## src/shared/ris_consts.vh

```
// constants for the reset initialization sequencer
//
// Contract
// - ref clock: primary in host, pci in agent
// - driven resets held at least 512 periods
// - hard released first, soft 16 periods later
// - capture 3-bit source and divide bit
// - free strap pins within 4 ns of hard
// - redrive strap pins 2 periods after release
// - host sync period from primary clock, doubled when divide bit set
// - reset pins open drain, pull low only
// - allow 100 us for pll lock
// - dll lock within 7680 to 122880 cycles
// - bus clock from primary times pll ratio
`ifndef RIS_CONSTS_VH
`define RIS_CONSTS_VH

// ---------------------------------------------------------------
// clock and timing
// ---------------------------------------------------------------
`define RIS_CLK_MHZ         100
`define RIS_PLL_LOCK_US     100
`define RIS_PLL_LOCK_CYC    17'h2710 // 100 us of 100 MHz clock
`define RIS_DLL_MIN_CYC     17'h1e00
`define RIS_DLL_MAX_CYC     17'h1_e000
`define RIS_LOCK_W          17

// ---------------------------------------------------------------
// durations in sync periods (pci, or primary in host)
// ---------------------------------------------------------------
`define RIS_IN_ASSERT_TICKS 6'h20
`define RIS_OUT_HOLD_TICKS  10'h200
`define RIS_SOFT_LAG_TICKS  10'h010
`define RIS_CFG_GAP_TICKS   2'h2

// ---------------------------------------------------------------
// synchroniser bundle layout
// ---------------------------------------------------------------
`define RIS_SYNC_W          17
`define RIS_SB_PRIM         0
`define RIS_SB_PCI          1
`define RIS_SB_POR          2
`define RIS_SB_HARD         3
`define RIS_SB_SOFT         4
`define RIS_SB_PLL          5
`define RIS_SB_DLL          6
`define RIS_SB_HOST         7
`define RIS_SB_SRC_LO       8
`define RIS_SB_DIV          11
`define RIS_SB_RATIO_LO     12
`define RIS_SB_RATIO_HI     15
`define RIS_SB_SPARE        16

`endif

```

## src/core/ris_sync.v

```verilog
// two-flop synchroniser for all pin inputs
`timescale 1ns/1ps
`include "ris_consts.vh"

module ris_sync (
    // clock and control
    input  wire                    mclk_in,
    input  wire                    srst_in,
    input  wire                    ce_in,
    // async levels and their synced copies
    input  wire [`RIS_SYNC_W-1:0]  async_in,
    output wire [`RIS_SYNC_W-1:0]  sync_out
);

    reg [`RIS_SYNC_W-1:0] meta_r;
    reg [`RIS_SYNC_W-1:0] sync_r;

    // first stage feeds only the second stage
    always @(posedge mclk_in) begin
        if (srst_in) begin
            meta_r <= {`RIS_SYNC_W{1'b0}};
            sync_r <= {`RIS_SYNC_W{1'b0}};
        end else if (ce_in) begin
            meta_r <= async_in;
            sync_r <= meta_r;
        end
    end

    assign sync_out = sync_r;

endmodule

```

## src/core/ris_tick.v

```verilog
// reference and sync period tick generator
`timescale 1ns/1ps
`include "ris_consts.vh"

module ris_tick (
    // clock and control
    input  wire  mclk_in,
    input  wire  srst_in,
    input  wire  ce_in,
    // synced clock levels and mode
    input  wire  prim_s_in,
    input  wire  pci_s_in,
    input  wire  host_mode_in,
    input  wire  div_sel_in,
    // one-cycle period marks
    output wire  ref_tick_out,
    output wire  sync_tick_out
);

    reg prim_d_r;
    reg pci_d_r;
    reg half_r;

    wire prim_rise = prim_s_in & ~prim_d_r;
    wire pci_rise  = pci_s_in & ~pci_d_r;

    // edge history of the already synced levels
    always @(posedge mclk_in) begin
        if (srst_in) begin
            prim_d_r <= 1'b0;
            pci_d_r  <= 1'b0;
            half_r   <= 1'b0;
        end else if (ce_in) begin
            prim_d_r <= prim_s_in;
            pci_d_r  <= pci_s_in;
            if (prim_rise)
                half_r <= ~half_r;
        end
    end

    // reference edge chosen by mode
    assign ref_tick_out = host_mode_in ? prim_rise : pci_rise;

    // host: sync period is primary, or every second primary edge
    assign sync_tick_out = host_mode_in ?
                           (prim_rise & (~div_sel_in | half_r)) :
                           pci_rise;

endmodule

```

## src/core/ris_seq.v

```verilog
// reset initialization sequencer top level
`timescale 1ns/1ps
`include "ris_consts.vh"

module ris_seq #(
    parameter [`RIS_LOCK_W-1:0] PLL_LOCK_CYC = `RIS_PLL_LOCK_CYC,
    parameter [`RIS_LOCK_W-1:0] DLL_MIN_CYC  = `RIS_DLL_MIN_CYC,
    parameter [`RIS_LOCK_W-1:0] DLL_MAX_CYC  = `RIS_DLL_MAX_CYC
) (
    // clock, reset, enable
    input  wire        mclk_in,
    input  wire        srst_in,
    input  wire        ce_in,
    // reference clocks (pins, sampled)
    input  wire        primary_clock_in,
    input  wire        pci_clock_in,
    input  wire        host_mode_in,
    // board reset inputs (pins, active low)
    input  wire        power_on_reset_n_in,
    input  wire        hard_reset_n_in,
    input  wire        soft_reset_n_in,
    // strap values on the shared config pins
    input  wire [2:0]  reset_source_in,
    input  wire        input_clock_divide_select_in,
    input  wire [3:0]  pll_ratio_in,
    // lock indications
    input  wire        pll_lock_in,
    input  wire        dll_lock_in,
    // functional data for the shared pins
    input  wire [3:0]  cfg_func_in,
    // open-drain reset pins
    output wire        hard_reset_n_out,
    output wire        hard_reset_n_oe_n_out,
    output wire        soft_reset_n_out,
    output wire        soft_reset_n_oe_n_out,
    // shared config pins
    output wire [3:0]  cfg_pin_out,
    output wire        cfg_pin_oe_n_out,
    // captured configuration
    output wire [2:0]  reset_source_out,
    output wire        input_clock_divide_select_out,
    output wire [3:0]  bus_pll_ratio_out,
    // status
    output wire        internal_reset_out,
    output wire        pll_timeout_out,
    output wire        dll_timeout_out,
    output wire        sync_tick_out
);

    // ---------------------------------------------------------------
    // input synchronisation
    // ---------------------------------------------------------------
    wire [`RIS_SYNC_W-1:0] raw_w;
    wire [`RIS_SYNC_W-1:0] syn_w;
    assign raw_w = {1'b0,
                    pll_ratio_in,
                    input_clock_divide_select_in,
                    reset_source_in,
                    host_mode_in,
                    dll_lock_in,
                    pll_lock_in,
                    soft_reset_n_in,
                    hard_reset_n_in,
                    power_on_reset_n_in,
                    pci_clock_in,
                    primary_clock_in};

    ris_sync u_sync (
        .mclk_in  (mclk_in),
        .srst_in  (srst_in),
        .ce_in    (ce_in),
        .async_in (raw_w),
        .sync_out (syn_w)
    );

    wire por_n_s = syn_w[`RIS_SB_POR];
    wire hard_s  = ~syn_w[`RIS_SB_HARD];
    wire soft_s  = ~syn_w[`RIS_SB_SOFT];
    wire pll_s   = syn_w[`RIS_SB_PLL];
    wire dll_s   = syn_w[`RIS_SB_DLL];
    wire host_s  = syn_w[`RIS_SB_HOST];

    // ---------------------------------------------------------------
    // period ticks
    // ---------------------------------------------------------------
    reg  div_r;
    wire sync_tick;

    ris_tick u_tick (
        .mclk_in       (mclk_in),
        .srst_in       (srst_in),
        .ce_in         (ce_in),
        .prim_s_in     (syn_w[`RIS_SB_PRIM]),
        .pci_s_in      (syn_w[`RIS_SB_PCI]),
        .host_mode_in  (host_s),
        .div_sel_in    (div_r),
        .ref_tick_out  (),
        .sync_tick_out (sync_tick)
    );

    // ---------------------------------------------------------------
    // helpers
    // ---------------------------------------------------------------
    // assertion filter: counts periods while low, clears when high
    function [5:0] flt_next;
        input [5:0] cnt;
        input       asserted;
        input       tick;
        begin
            if (!asserted)
                flt_next = 6'h00;
            else if (tick && cnt != `RIS_IN_ASSERT_TICKS)
                flt_next = cnt + 6'h01;
            else
                flt_next = cnt;
        end
    endfunction

    // ---------------------------------------------------------------
    // state
    // ---------------------------------------------------------------
    localparam [2:0] ST_POR  = 3'h0;
    localparam [2:0] ST_PLL  = 3'h1;
    localparam [2:0] ST_DLL  = 3'h2;
    localparam [2:0] ST_HOLD = 3'h3;
    localparam [2:0] ST_HREL = 3'h4;
    localparam [2:0] ST_RUN  = 3'h5;
    localparam [2:0] ST_SOFT = 3'h6;
    reg  [2:0]             state_r;
    reg  [2:0]             state_nxt;
    reg  [9:0]             cnt_r;
    reg  [9:0]             cnt_nxt;
    reg  [`RIS_LOCK_W-1:0] lock_cnt_r;
    reg  [`RIS_LOCK_W-1:0] lock_cnt_nxt;
    reg  [5:0]             hflt_r;
    reg  [5:0]             sflt_r;
    reg  [5:0]             hflt_nxt;
    reg  [5:0]             sflt_nxt;
    reg  [2:0]             src_r;
    reg  [3:0]             ratio_r;
    reg                    hard_drv_r;
    reg                    hard_drv_nxt;
    reg                    soft_drv_r;
    reg                    soft_drv_nxt;
    reg                    int_rst_r;
    reg                    int_rst_nxt;
    reg  [1:0]             gap_r;
    reg  [1:0]             gap_nxt;
    reg                    cfg_oe_n_r;
    reg  [3:0]             cfg_q_r;
    reg                    pll_to_r;
    reg                    dll_to_r;
    wire lock_full = (lock_cnt_r == {`RIS_LOCK_W{1'b1}});

    // ---------------------------------------------------------------
    // sequencing
    // ---------------------------------------------------------------
    // power-on reset overrides every state; locks gate the exit
    always @* begin
        state_nxt    = state_r;
        cnt_nxt      = cnt_r;
        lock_cnt_nxt = lock_full ? lock_cnt_r
                                 : lock_cnt_r + {{(`RIS_LOCK_W-1){1'b0}}, 1'b1};
        hard_drv_nxt = hard_drv_r;
        soft_drv_nxt = soft_drv_r;
        int_rst_nxt  = int_rst_r;
        // own pin drive would read back as a request, so mask it
        hflt_nxt = flt_next(hflt_r, hard_s & ~hard_drv_r, sync_tick);
        sflt_nxt = flt_next(sflt_r, soft_s & ~soft_drv_r, sync_tick);
        case (state_r)
            ST_POR: begin
                hard_drv_nxt = 1'b1;
                soft_drv_nxt = 1'b1;
                int_rst_nxt  = 1'b1;
                lock_cnt_nxt = {`RIS_LOCK_W{1'b0}};
                if (por_n_s)
                    state_nxt = ST_PLL;
            end
            ST_PLL: begin
                // stay in reset until lock, whatever the wait
                if (pll_s) begin
                    state_nxt    = ST_DLL;
                    lock_cnt_nxt = {`RIS_LOCK_W{1'b0}};
                end
            end
            ST_DLL: begin
                // a lock before the least time is not trusted
                if (dll_s && lock_cnt_r >= DLL_MIN_CYC) begin
                    state_nxt = ST_HOLD;
                    cnt_nxt   = 10'h000;
                end
            end
            ST_HOLD: begin
                if (sync_tick)
                    cnt_nxt = cnt_r + 10'h001;
                if (cnt_r == `RIS_OUT_HOLD_TICKS) begin
                    state_nxt    = ST_HREL;
                    hard_drv_nxt = 1'b0;
                    cnt_nxt      = 10'h000;
                end
            end
            ST_HREL: begin
                if (sync_tick)
                    cnt_nxt = cnt_r + 10'h001;
                if (cnt_r == `RIS_SOFT_LAG_TICKS) begin
                    state_nxt    = ST_RUN;
                    soft_drv_nxt = 1'b0;
                    int_rst_nxt  = 1'b0;
                end
            end
            ST_RUN: begin
                // hard request wins over soft in the same cycle
                if (hflt_r == `RIS_IN_ASSERT_TICKS) begin
                    state_nxt    = ST_HOLD;
                    hard_drv_nxt = 1'b1;
                    soft_drv_nxt = 1'b1;
                    int_rst_nxt  = 1'b1;
                    cnt_nxt      = 10'h000;
                end else if (sflt_r == `RIS_IN_ASSERT_TICKS) begin
                    state_nxt    = ST_SOFT;
                    soft_drv_nxt = 1'b1;
                    cnt_nxt      = 10'h000;
                end
            end
            ST_SOFT: begin
                if (sync_tick)
                    cnt_nxt = cnt_r + 10'h001;
                if (hflt_r == `RIS_IN_ASSERT_TICKS) begin
                    state_nxt    = ST_HOLD;
                    hard_drv_nxt = 1'b1;
                    int_rst_nxt  = 1'b1;
                    cnt_nxt      = 10'h000;
                end else if (cnt_r == `RIS_OUT_HOLD_TICKS) begin
                    state_nxt    = ST_RUN;
                    soft_drv_nxt = 1'b0;
                end
            end
            default: state_nxt = ST_POR;
        endcase
        if (!por_n_s) begin
            state_nxt    = ST_POR;
            hard_drv_nxt = 1'b1;
            soft_drv_nxt = 1'b1;
            int_rst_nxt  = 1'b1;
        end
    end

    // strap pin gap: counts sync periods since hard release
    always @* begin
        if (hard_drv_nxt)
            gap_nxt = 2'h0;
        else if (sync_tick && gap_r != `RIS_CFG_GAP_TICKS)
            gap_nxt = gap_r + 2'h1;
        else
            gap_nxt = gap_r;
    end

    // ---------------------------------------------------------------
    // registers
    // ---------------------------------------------------------------
    always @(posedge mclk_in) begin
        if (srst_in) begin
            state_r    <= ST_POR;
            cnt_r      <= 10'h000;
            lock_cnt_r <= {`RIS_LOCK_W{1'b0}};
            hflt_r     <= 6'h00;
            sflt_r     <= 6'h00;
            hard_drv_r <= 1'b1;
            soft_drv_r <= 1'b1;
            int_rst_r  <= 1'b1;
            gap_r      <= 2'h0;
            cfg_oe_n_r <= 1'b1;
            cfg_q_r    <= 4'h0;
        end else if (ce_in) begin
            state_r    <= state_nxt;
            cnt_r      <= cnt_nxt;
            lock_cnt_r <= lock_cnt_nxt;
            hflt_r     <= hflt_nxt;
            sflt_r     <= sflt_nxt;
            hard_drv_r <= hard_drv_nxt;
            soft_drv_r <= soft_drv_nxt;
            int_rst_r  <= int_rst_nxt;
            gap_r      <= gap_nxt;
            cfg_q_r    <= cfg_func_in;
            // same edge as hard drive, well inside 4 ns
            cfg_oe_n_r <= hard_drv_nxt |
                          (gap_nxt != `RIS_CFG_GAP_TICKS);
        end
    end

    // synced straps lag like synced por: last value kept predates release
    always @(posedge mclk_in) begin
        if (srst_in) begin
            src_r   <= 3'h0;
            div_r   <= 1'b0;
            ratio_r <= 4'h0;
        end else if (ce_in && !por_n_s) begin
            src_r   <= syn_w[`RIS_SB_SRC_LO+2:`RIS_SB_SRC_LO];
            div_r   <= syn_w[`RIS_SB_DIV];
            ratio_r <= syn_w[`RIS_SB_RATIO_HI:`RIS_SB_RATIO_LO];
        end
    end

    // lock watchdogs: flags only, the sequence keeps waiting
    always @(posedge mclk_in) begin
        if (srst_in) begin
            pll_to_r <= 1'b0;
            dll_to_r <= 1'b0;
        end else if (ce_in) begin
            if (!por_n_s) begin
                pll_to_r <= 1'b0;
                dll_to_r <= 1'b0;
            end else begin
                if (state_r == ST_PLL && lock_cnt_r >= PLL_LOCK_CYC)
                    pll_to_r <= 1'b1;
                if (state_r == ST_DLL && lock_cnt_r >= DLL_MAX_CYC)
                    dll_to_r <= 1'b1;
            end
        end
    end

    // ---------------------------------------------------------------
    // outputs
    // ---------------------------------------------------------------
    // open drain: data is always low, only the enable moves
    assign hard_reset_n_out      = 1'b0;
    assign hard_reset_n_oe_n_out = ~hard_drv_r;
    assign soft_reset_n_out      = 1'b0;
    assign soft_reset_n_oe_n_out = ~soft_drv_r;
    assign cfg_pin_out      = cfg_q_r;
    assign cfg_pin_oe_n_out = cfg_oe_n_r;
    assign reset_source_out              = src_r;
    assign input_clock_divide_select_out = div_r;
    assign bus_pll_ratio_out             = ratio_r;
    assign internal_reset_out = int_rst_r;
    assign pll_timeout_out    = pll_to_r;
    assign dll_timeout_out    = dll_to_r;
    assign sync_tick_out      = sync_tick;

endmodule

```

## config.mk

```make
export PLATFORM = sky130hd
export DESIGN_NAME = ris_seq
export DESIGN_NICKNAME = d
export VERILOG_FILES = /design/src/core/ris_sync.v /design/src/core/ris_tick.v /design/src/core/ris_seq.v
export VERILOG_INCLUDE_DIRS = /design/src /design/src/shared
export SDC_FILE = /design/constraint.sdc
export NUM_CORES = 1
export LEC_CHECK = 0
export BUFFER_PORTS_ARGS = -buffer_cell sky130_fd_sc_hd__buf_2
export CORE_UTILIZATION = 45
export CTS_BUF_LIST = sky130_fd_sc_hd__clkbuf_4 sky130_fd_sc_hd__clkbuf_8
export CTS_CLUSTER_DIAMETER = 40
export DETAILED_ROUTE_END_ITERATION = 7
export GPL_ROUTABILITY_DRIVEN = 0
export HOLD_SLACK_MARGIN = 0.15
export PLACE_DENSITY = 0.7
export SETUP_SLACK_MARGIN = 0.02
export SLEW_MARGIN = 25
export SYNTH_ARGS = -nofsm -noshare
export SYNTH_HDL_FRONTEND = slang
export SYNTH_HIERARCHICAL = 1
export SYNTH_SLANG_ARGS = --single-unit
```

## constraint.sdc

```tcl
create_clock -name mclk_in -period 2.5 [get_ports mclk_in]
set_clock_uncertainty 0.15 [all_clocks]
set_input_delay 0.125 -clock mclk_in [delete_from_list [all_inputs] [get_ports mclk_in]]
set_output_delay 0.125 -clock mclk_in [all_outputs]
set_load 0.01 [all_outputs]
```

# ---- Word-level counts from Yosys, hierarchy flattened
# Index checks and enable logic that the tools add are counted.
dict set report op_classes {
  bitwise 15
  muxes 45
  reduce_logical 20
  order_cmp 3
  eq_ne 32
  n_addsub 5
}
# cell n
set ops {}
lappend ops {{10-bit 2-to-1 mux} 6}
lappend ops {{10-bit one-hot mux with 5 select lines} 1}
lappend ops {{17-bit 2-to-1 mux} 2}
lappend ops {{17-bit one-hot mux with 2 select lines} 1}
lappend ops {{3-bit 2-to-1 mux} 9}
lappend ops {{6-bit 2-to-1 mux} 4}
lappend ops {{3-bit inequality test (second input constant)} 7}
lappend ops {{3-bit one-hot mux with 7 select lines} 1}
lappend ops {{17-bit by 1-bit adder with 17-bit output (second input constant)} 1}
lappend ops {{17-bit equality test (second input constant)} 1}
lappend ops {{17-bit by 13-bit >= comparator with 1-bit output (second input constant)} 1}
lappend ops {{17-bit by 14-bit >= comparator with 1-bit output (second input constant)} 1}
lappend ops {{17-bit >= comparator (second input constant)} 1}
lappend ops {{1-bit 2-to-1 mux} 16}
lappend ops {{6-bit by 1-bit adder with 6-bit output (second input constant)} 2}
lappend ops {{6-bit equality test (second input constant)} 2}
lappend ops {{4-bit inequality test (second input constant)} 3}
lappend ops {{6-bit inequality test (second input constant)} 2}
lappend ops {{10-bit by 1-bit adder with 10-bit output (second input constant)} 1}
lappend ops {{10-bit equality test (second input constant)} 1}
lappend ops {{10-bit by 5-bit equality test with 1-bit output (second input constant)} 1}
lappend ops {{2-bit inequality test (second input constant)} 5}
lappend ops {{2-bit AND reduction} 5}
lappend ops {{3-bit equality test (second input constant)} 3}
lappend ops {{20 further kinds} 43}
dict set report word_totals {
  wordCells 141
  ff_bits 97
  inputBits 23
  output_inout_bits 21
}

# ---- Logic depth before layout (Yosys ltp)
# Gate-level depths: netlist (run 1).
dict set report depth {
  ltp_word 9
  mapped_depth 8
  depth_no_buf 7
}

# ---- Modules after synthesis
# Netlist (run 1), hierarchy kept.
# module instances area_each_um2 cells_each seq_area_each_um2
set modules_own_cells {}
lappend modules_own_cells {ris_seq 1 3372.0 424 1241.2}
lappend modules_own_cells {ris_sync 1 1238.7 110 680.7}
lappend modules_own_cells {ris_tick 1 152.6 16 60.1}

# ---- Worst setup path before layout (run 1)
# OpenSTA, ideal clock, no wires.
dict set report synth_timing {
  kind {register -> register}
  startpoint {reg u_tick.prim_d_r}
  endpoint {reg cnt_r[5]}
  synth_period_minus_slack_ns 2.268
  setup_time_ns 0.073
  t_required_ns 2.277
  setup_slack_ns 0.232
  path_buffers 0
  arrival_time_ns 2.044
  path_stages_with_launch 7
  cell_sequence {dfxtp_1 nand3b_1 o21ai_0 and2_1 nand4_1 or4_1 a21oi_1}
}
dict set report synth_between {
  elab_chain_len 7
  elab_cells_between_ends 8
  cone_classes {mux: 5; bitwise: 3}
}
# element line
set synth_rtl {}
lappend synth_rtl {{start, declared} ris_tick.v:20} ;# reg prim_d_r;
lappend synth_rtl {{start signal, assigned} ris_tick.v:34} ;# prim_d_r <= prim_s_in;
lappend synth_rtl {{1-bit inverter *} ris_tick.v:24} ;# wire prim_rise = prim_s_in & ~prim_d_r;
lappend synth_rtl {{1-bit bitwise AND *} ris_tick.v:24}
lappend synth_rtl {{1-bit bitwise AND *} ris_tick.v:46} ;# (prim_rise & (~div_sel_in | half_r)) :
lappend synth_rtl {{1-bit 2-to-1 mux *} ris_tick.v:45} ;# assign sync_tick_out = host_mode_in ?
lappend synth_rtl {{net sync_tick_out} ris_seq.v:47} ;# output wire sync_tick_out
lappend synth_rtl {{10-bit 2-to-1 mux *} n/a}
lappend synth_rtl {{10-bit 2-to-1 mux (on tied branches)} n/a}
lappend synth_rtl {{10-bit one-hot mux with 5 select lines *} n/a}
lappend synth_rtl {{end signal, assigned} ris_seq.v:276} ;# cnt_r <= cnt_nxt;
lappend synth_rtl {{end, declared} ris_seq.v:131} ;# reg [9:0] cnt_r;
# Mark *: on every way through the listed nets, which the timed path passes. The rest lies on a longest branch.
# A chain may end at the register's enable or synchronous reset.

# ---- Final worst setup path (run 1)
dict set report layout_timing {
  startpoint {reg hflt_r[2]}
  endpoint {reg cnt_r[5]}
}
dict set report layout_between {
  elab_chain_len 3
  elab_cells_between_ends 6
  cone_classes {eq/ne: 2; mux: 3; reduce/logical: 1}
}
# element line
set layout_rtl {}
lappend layout_rtl {{start, declared} ris_seq.v:135} ;# reg [5:0] hflt_r;
lappend layout_rtl {{start signal, assigned} ris_seq.v:278} ;# hflt_r <= hflt_nxt;
lappend layout_rtl {{6-bit equality test (no source line) *} n/a}
lappend layout_rtl {{10-bit 2-to-1 mux, or another cell as far along} ris_seq.v:228} ;# if (hflt_r == `RIS_IN_ASSERT_TICKS) begin
lappend layout_rtl {{10-bit one-hot mux with 5 select lines / 4-bit AND reduction (equally long branches)} n/a}
# Mark *: on every way between the ends. The rest lies on a longest branch, timed or not.

==> summary.md, run 1 <==
| Metric | Value |
|---|---|
| RSZ-0062 raised after global routing | false |
| Post-route ant nets | 0 |
| Measured slew at the worst slew-check pin | 759 ps |
| Family with the most delay on the worst path | simple AND/OR/NAND/NOR gates |
| Synth Warn # | 6 |
| Grt peak-use layer | met2 |
| Pins Over Slew Limit | 0 |
| Max VDD drop | between 0.3 and 0.4 mV |
| Critical path endpoint category | flip-flop |
| R2R Path Start | hflt_r[2]$_SDFFE_PP0P_ |
| I/O pin count | 44 |
| CP max stage delay | about 520 ps |
| Nets | around 640 |
| Crit share post-route | 0.934 |
| HP Class | reg2reg |
| Reg power frac | 0.548 |
| Initial antenna violation count | 0 |
| Final hold viol count | 0 |
| Switching Share | 0.255 |
| Worst-path cell chain | or3b_1 > or3_4 > o2bb2ai_4 > or4_1 > a21oi_1 |
| Die Wd | ~100 um |
| Mapped Area | roughly 4700 um2 |
| R2R Setup Slk | between 150 and 200 ps |
| Avg Cell Area, Syn | between 8 and 9 um2 |
| Crit Path Max Fanout | 19 |
| Num CTS Buffers | 9 |
| Synth Instances | 543 |
| Total Routed Length | slightly above 10 mm |
| Met1 usage | 0.248 |
| Ant. Diodes | 0 |
| FP Rows | 36 |
| DRT iter0 DRCs | roughly 230 |
| Max-slew headroom | 0.492 |
| Max_cap viols | 0 |
| Core ar. | 9950 um2 |
| Router iterations before antenna repair | 4 |
| CTS root buffer | clkbuf_8 |
| Combinational Power Share | 0.075 |
| Clk_lat worst skew | between 300 and 400 ps |
| Critical Path Sink | cnt_r[5]$_SDFFE_PP0P_ |
| Syn-to-layout area delta | 18.1% |
| Nature of the critical path startpoint | flip-flop |
| DIE AREA | ~11,000 um2 |
| Total GRT Usage | 0.197 |
| Psw | approximately 740 uW |
| CTS clk-pin slew, worst paths | between 100 and 150 ps |
| Required @ worst endpoint | 2640 ps |
| Critical path depth in cells | 5 |
| Layout cell share with drive strength beyond 1 | 0.133 |
| Slowest stage cell, crit path | or4_1 |
| Core Util, Final | 0.557 |
| First-pass GRT wire length | ~18 mm |
| Routed wire length per instance | around 14 um |
| Hold Startpoint | reset_source_out[1]$_SDFFE_PP0P_ |
| Starting Density | 0.471 |
| CTS Buffer Depth | 2 |
| Vias in the first global route | between 3,000 and 4,000 |
| Status | complete, no violations |
| Total grt overflow | 0 |
| PortBufs | 41 |
| Critical path type | reg2reg |
| Crit path from | hflt_r[2]$_SDFFE_PP0P_ |
| Min Tclk post-route | between 2000 and 2500 ps |
| Clock Power Share | 0.377 |
| GR Layer Usage met2 | 0.346 |
| Pint | around 2200 uW |
| Die Ht | 104 um |
| CP Buf/Inv Count | 0 |
| Max Freq | around 430 MHz |
| Worst R2R End | cnt_r[5]$_SDFFE_PP0P_ |
| Lkg Pwr | ~0.0022 uW |
| PD cells | roughly 530 nW/um2 |
| # H-tree levels | 3 |
| Fillers | 870 |
| Routing usage on met3 | 0.0320 |
| Pin count of the biggest net entering global routing | between 40 and 50 |
| Vias/cell | roughly 5.4 |
| CTS sink cnt | 97 |
| Arr. time, crit path | roughly 2500 ps |
| Setup TNS | 0 ps |
| Post-DP HPWL | slightly below 7 mm |
| Via Count | around 4,000 |
| DRC violations left | 0 |
| Setup violations, final | 0 |
| Reg2Reg Depth | 5 |
| CTS tree | done |
## final cells by class
type	instances	area [um2]	area share
Inverter	17	63.8	0.0115
Timing Repair Buffer	86	623	0.112
Multi-Input combinational cell	399	2530	0.456
Clock buffer	9	124	0.0224
Clock inverter	7	95.1	0.0172
Tap cell	133	166	0.0300
Sequential cell	97	1940	0.350
## sequential cells by signal, summed over array words and instances, names as in the netlist, 2 cells and up
name	flops
bus_pll_ratio_out	4
cfg_pin_out	4
cnt_r	10
flt_next.cnt	6
gap_r	2
hflt_r	6
lock_cnt_r	17
reset_source_out	3
state_r	3
u_sync/meta_r	16
u_sync/sync_out	16
## power by group through the flow
stage / sequential [uW] / clock (uW) / combinational (uW)
floorplan: 1630 / 0 / 134
global placement: 1630 / 0 / 171
detailed placement: 1630 / 0 / 175
CTS: 1600 / 1130 / 216
global route: 1600 / 1200 / 240
finish: 1600 / 1100 / 219
## how the worst min path moves through the flow
| stage | slack (ps) | cells after the start | endpoint |
|---|---|---|---|
| 2_1_floorplan | 50 | 1 | u_tick/pci_d_r$_SDFFE_PP0P_ |
| 3_3_place_gp | 210 | 3 | u_sync/meta_r[13]$_SDFFE_PP0P_ |
| 3_5_place_dp | 220 | 3 | u_sync/meta_r[6]$_SDFFE_PP0P_ |
| 4_1_cts | 310 | 2 | reset_source_out[1]$_SDFFE_PP0P_ |
| 5_1_grt | 340 | 2 | reset_source_out[1]$_SDFFE_PP0P_ |
| 6_report | 310 | 2 | reset_source_out[1]$_SDFFE_PP0P_ |
## worst reg2reg max path, stage by stage, from the launching register on
cell and delay [ps]:
dfxtp_1 370, or3b_1 430, or3_4 420, o2bb2ai_4 230
or4_1 520, a21oi_1 150
## layout by cell type (no fill, tap or decap), types with 14 or more instances in the layout
| cell | n |
|---|---|
| nor2_1 | 75 |
| mux2i_1 | 40 |
| buf_2 | 41 |
| dfxtp_1 | 97 |
| nand2_1 | 42 |
| xor2_1 | 14 |
| a21oi_1 | 36 |
| nand3_1 | 17 |
| inv_1 | 17 |
| dlygate4sd3_1 | 32 |
| o21ai_0 | 21 |
## metal layers
metal	vias up	wire, um
met5	-	0
met4	0	95
met3	9	373
met2	76	5130
met1	1898	4760
li1	2062	-
## through the flow
stage	hold slack (ps)	cells	total power (uW)	area (um2)	setup WS (ps)
floorplan	47.4	544	1760	4700	250
global placement	211	699	1800	4970	131
detailed placement	217	699	1810	4970	-12.9
CTS	313	747	2940	5520	86.7
global route	338	748	3040	5540	44.5
finish	312	748	2920	5540	166
## what timing repair did
action / 4_1_cts / 5_1_grt
endpoints found under the hold margin: 30 / 0
pin swaps: 0 / 1
gates cloned: 0 / 0
hold buffers: 32 / 0
gates resized for setup: 2 / 2
endpoints found under the setup margin: 3 / 5
setup buffers: 0 / 1
Power figures use the tool's default switching activity.
==> run 2, diff against run 1 <==
GPL_ROUTABILITY_DRIVEN = not set   (was 0)
RECOVER_POWER = 25   (was not set)
==> summary.md, run 2 (synthesized netlist as in run 1, its figures left out) <==
| Metric | Value |
|---|---|
| CTS sink cnt | 97 (unchanged) |
| Total grt overflow | 0 (unchanged) |
| DRT iter0 DRCs | 257 (+11%) |
| Core ar. | 9950 um2 (unchanged) |
| Leading cell type in the layout, fill and taps excluded | dfxtp_1 |
| Layout cell share with drive strength beyond 1 | 0.104 (-0.0293) |
| DIE AREA | 10,800 um2 (unchanged) |
| Lkg Pwr | 0.00216 uW (-3.2%) |
| Required @ worst endpoint | 2640 ps (about the same) |
| Crit share post-route | 0.933 (about the same) |
| Post-route ant nets | 0 (unchanged) |
| Combinational Power Share | 0.074 (about the same) |
| Measured slew at the worst slew-check pin | 877 ps (+117 ps) |
| Total Routed Length | 10.4 mm (+0.21%) |
| CTS tree | done |
| R2R Path Start | hflt_r[2]$_SDFFE_PP0P_ |
| Critical path endpoint category | flip-flop |
| Clock Power Share | 0.377 (about the same) |
| Worst R2R End | cnt_r[5]$_SDFFE_PP0P_ |
| Vias/cell | 5.42 (+0.17%) |
| Routability cong. | between 0.8 and 0.9 |
| Crit Path Max Fanout | 19 (unchanged) |
| Clk_lat worst skew | 370 ps (about the same) |
| Pint | 2170 uW (about the same) |
| Critical Path Sink | cnt_r[5]$_SDFFE_PP0P_ |
| Max_cap viols | 0 (unchanged) |
| Min Tclk post-route | 2330 ps (-0.774 ps) |
| Pin count of the biggest net entering global routing | 46 (unchanged) |
| Largest reg by FF count | lock_cnt_r |
| HP Class | reg2reg |
| Pins Over Slew Limit | 0 (unchanged) |
| Nets | 642 (unchanged) |
| Router iterations before antenna repair | 4 (unchanged) |
| Routed wire length per instance | 13.9 um (+0.21%) |
| I/O pin count | 44 (unchanged) |
| PD cells | 529 nW/um2 (+0.40%) |
| Arr. time, crit path | 2480 ps (about the same) |
| First-pass GRT wire length | 17.7 mm (unchanged) |
| Starting Density | 0.471 (unchanged) |
| DRC violations left | 0 (unchanged) |
| Num CTS Buffers | 9 (unchanged) |
| Vias in the first global route | 3,932 (unchanged) |
| Setup violations, final | 0 (unchanged) |
| Switching Share | 0.255 (+0.000324) |
| Reg power frac | 0.548 (about the same) |
| CTS root buffer | clkbuf_8 |
| Max VDD drop | 0.341 mV (+0.30%) |
| Max Freq | 429 MHz (about the same) |
| Critical path type | reg2reg |
| Status | complete, no violations |
| Final hold viol count | 0 (unchanged) |
| Commonest non-fill, non-tap cells in the layout | dfxtp_1, nor2_1, nand2_1 |
| Ant. Diodes | 0 (unchanged) |
| Psw | 745 uW (about the same) |
| Die Wd | 104 um (unchanged) |
| CTS clk-pin slew, worst paths | 110 ps (about the same) |
| WHS | 312 ps (+0.342 ps) |
| PortBufs | 41 (unchanged) |
| R2R Setup Slk | 170 ps (about the same) |
| Max-slew headroom | 0.415 (-0.0764) |
| Die Ht | 104 um (unchanged) |
| CTS Buffer Depth | 2 (unchanged) |
| Reg2Reg Depth | 5 (unchanged) |
| Nature of the critical path startpoint | flip-flop |
| RSZ-0062 raised after global routing | false |
| Design Power | 2920 uW (about the same) |
| Syn-to-layout area delta | 17.5% |
| Initial antenna violation count | 0 (unchanged) |
| Post-DP HPWL | 6.93 mm (unchanged) |
| Crit path from | hflt_r[2]$_SDFFE_PP0P_ |
| Max FFs per register | 17 (unchanged) |
| FP Rows | 36 (unchanged) |
| Via Count | 4,052 (+0.17%) |
| Total GRT Usage | 0.197 (unchanged) |
| # H-tree levels | 3 (unchanged) |
[run 2: cell types whose count changed in the layout (fill, tap and decap cells not counted), sizes merged]
| cell | previous run | this run |
|---|---|---|
| clkbuf | 9 | 28 |
| buf | 54 | 35 |
[run 2: worst max-delay path, cell delays in order, from the launching register on]
cell	delay [ps]
dfxtp_1	370
or3b_1	430
or3_4	420
o2bb2ai_4	230
or4_1	520
a21oi_1	150
[run 2: how the worst min path moves through the flow]
stage / slack (ps) / to / start / depth (start not counted)
floorplan: 50 / u_tick/pci_d_r$_SDFFE_PP0P_ / srst_in / 1
global placement: 210 / u_sync/meta_r[13]$_SDFFE_PP0P_ / pll_ratio_in[1] / 3
detailed placement: 220 / u_sync/meta_r[6]$_SDFFE_PP0P_ / dll_lock_in / 3
CTS: 310 / reset_source_out[1]$_SDFFE_PP0P_ / reset_source_out[1]$_SDFFE_PP0P_ / 2
global route: 340 / reset_source_out[1]$_SDFFE_PP0P_ / reset_source_out[1]$_SDFFE_PP0P_ / 2
finish: 310 / bus_pll_ratio_out[3]$_SDFFE_PP0P_ / u_sync/sync_out[15]$_SDFFE_PP0P_ / 2
[run 2: per-stage QoR]
stage	cell area, um2	worst slack, ps	util	instances	TNS, ps
2_1_floorplan	4700	250	-	544	0
3_3_place_gp	4970	131	0.500	699	0
3_5_place_dp	4970	-12.9	0.500	699	-15.3
4_1_cts	5520	86.7	0.554	747	0
5_1_grt	5520	44.5	0.554	748	0
6_report	5520	166	0.554	748	0
[run 2: power groups by stage]
| stage | Combinational [uW] | Sequential, uW | Clock [uW] |
|---|---|---|---|
| floorplan | 134 | 1630 | 0 |
| global placement | 171 | 1630 | 0 |
| detailed placement | 175 | 1630 | 0 |
| CTS | 216 | 1600 | 1130 |
| global route | 238 | 1600 | 1200 |
| finish | 217 | 1600 | 1100 |
[run 2: repair_timing]
| item | in CTS | in global routing |
|---|---|---|
| setup endpoints to repair | 3 | 5 |
| setup buffers | 0 | 1 |
| hold buffers | 32 | 0 |
| gates resized for setup | 2 | 2 |
| gates cloned | 0 | 0 |
| pin swaps | 0 | 1 |
| hold endpoints to repair | 30 | 0 |
[run 2: per-layer routing]
| metal | up-vias | global-route usage | routed length [um] | part of all wire |
|---|---|---|---|---|
| li1 | 2062 | - | - | - |
| met5 | - | 0 | 0 | 0 |
| met4 | 0 | 0.0571 | 88 | 0.0085 |
| met1 | 1908 | 0.248 | 4760 | 0.46 |
| met2 | 75 | 0.346 | 5140 | 0.50 |
| met3 | 7 | 0.0320 | 381 | 0.037 |
[run 2: layout make-up]
| class | instances | area, um2 |
|---|---|---|
| Inverter | 17 | 63.8 |
| Tap cell | 133 | 166 |
| Timing Repair Buffer | 86 | 598 |
| Clock inverter | 7 | 95.1 |
| Clock buffer | 9 | 124 |
| Fill cell | 877 | 4440 |
| Multi-Input combinational cell | 399 | 2530 |
| Sequential cell | 97 | 1940 |
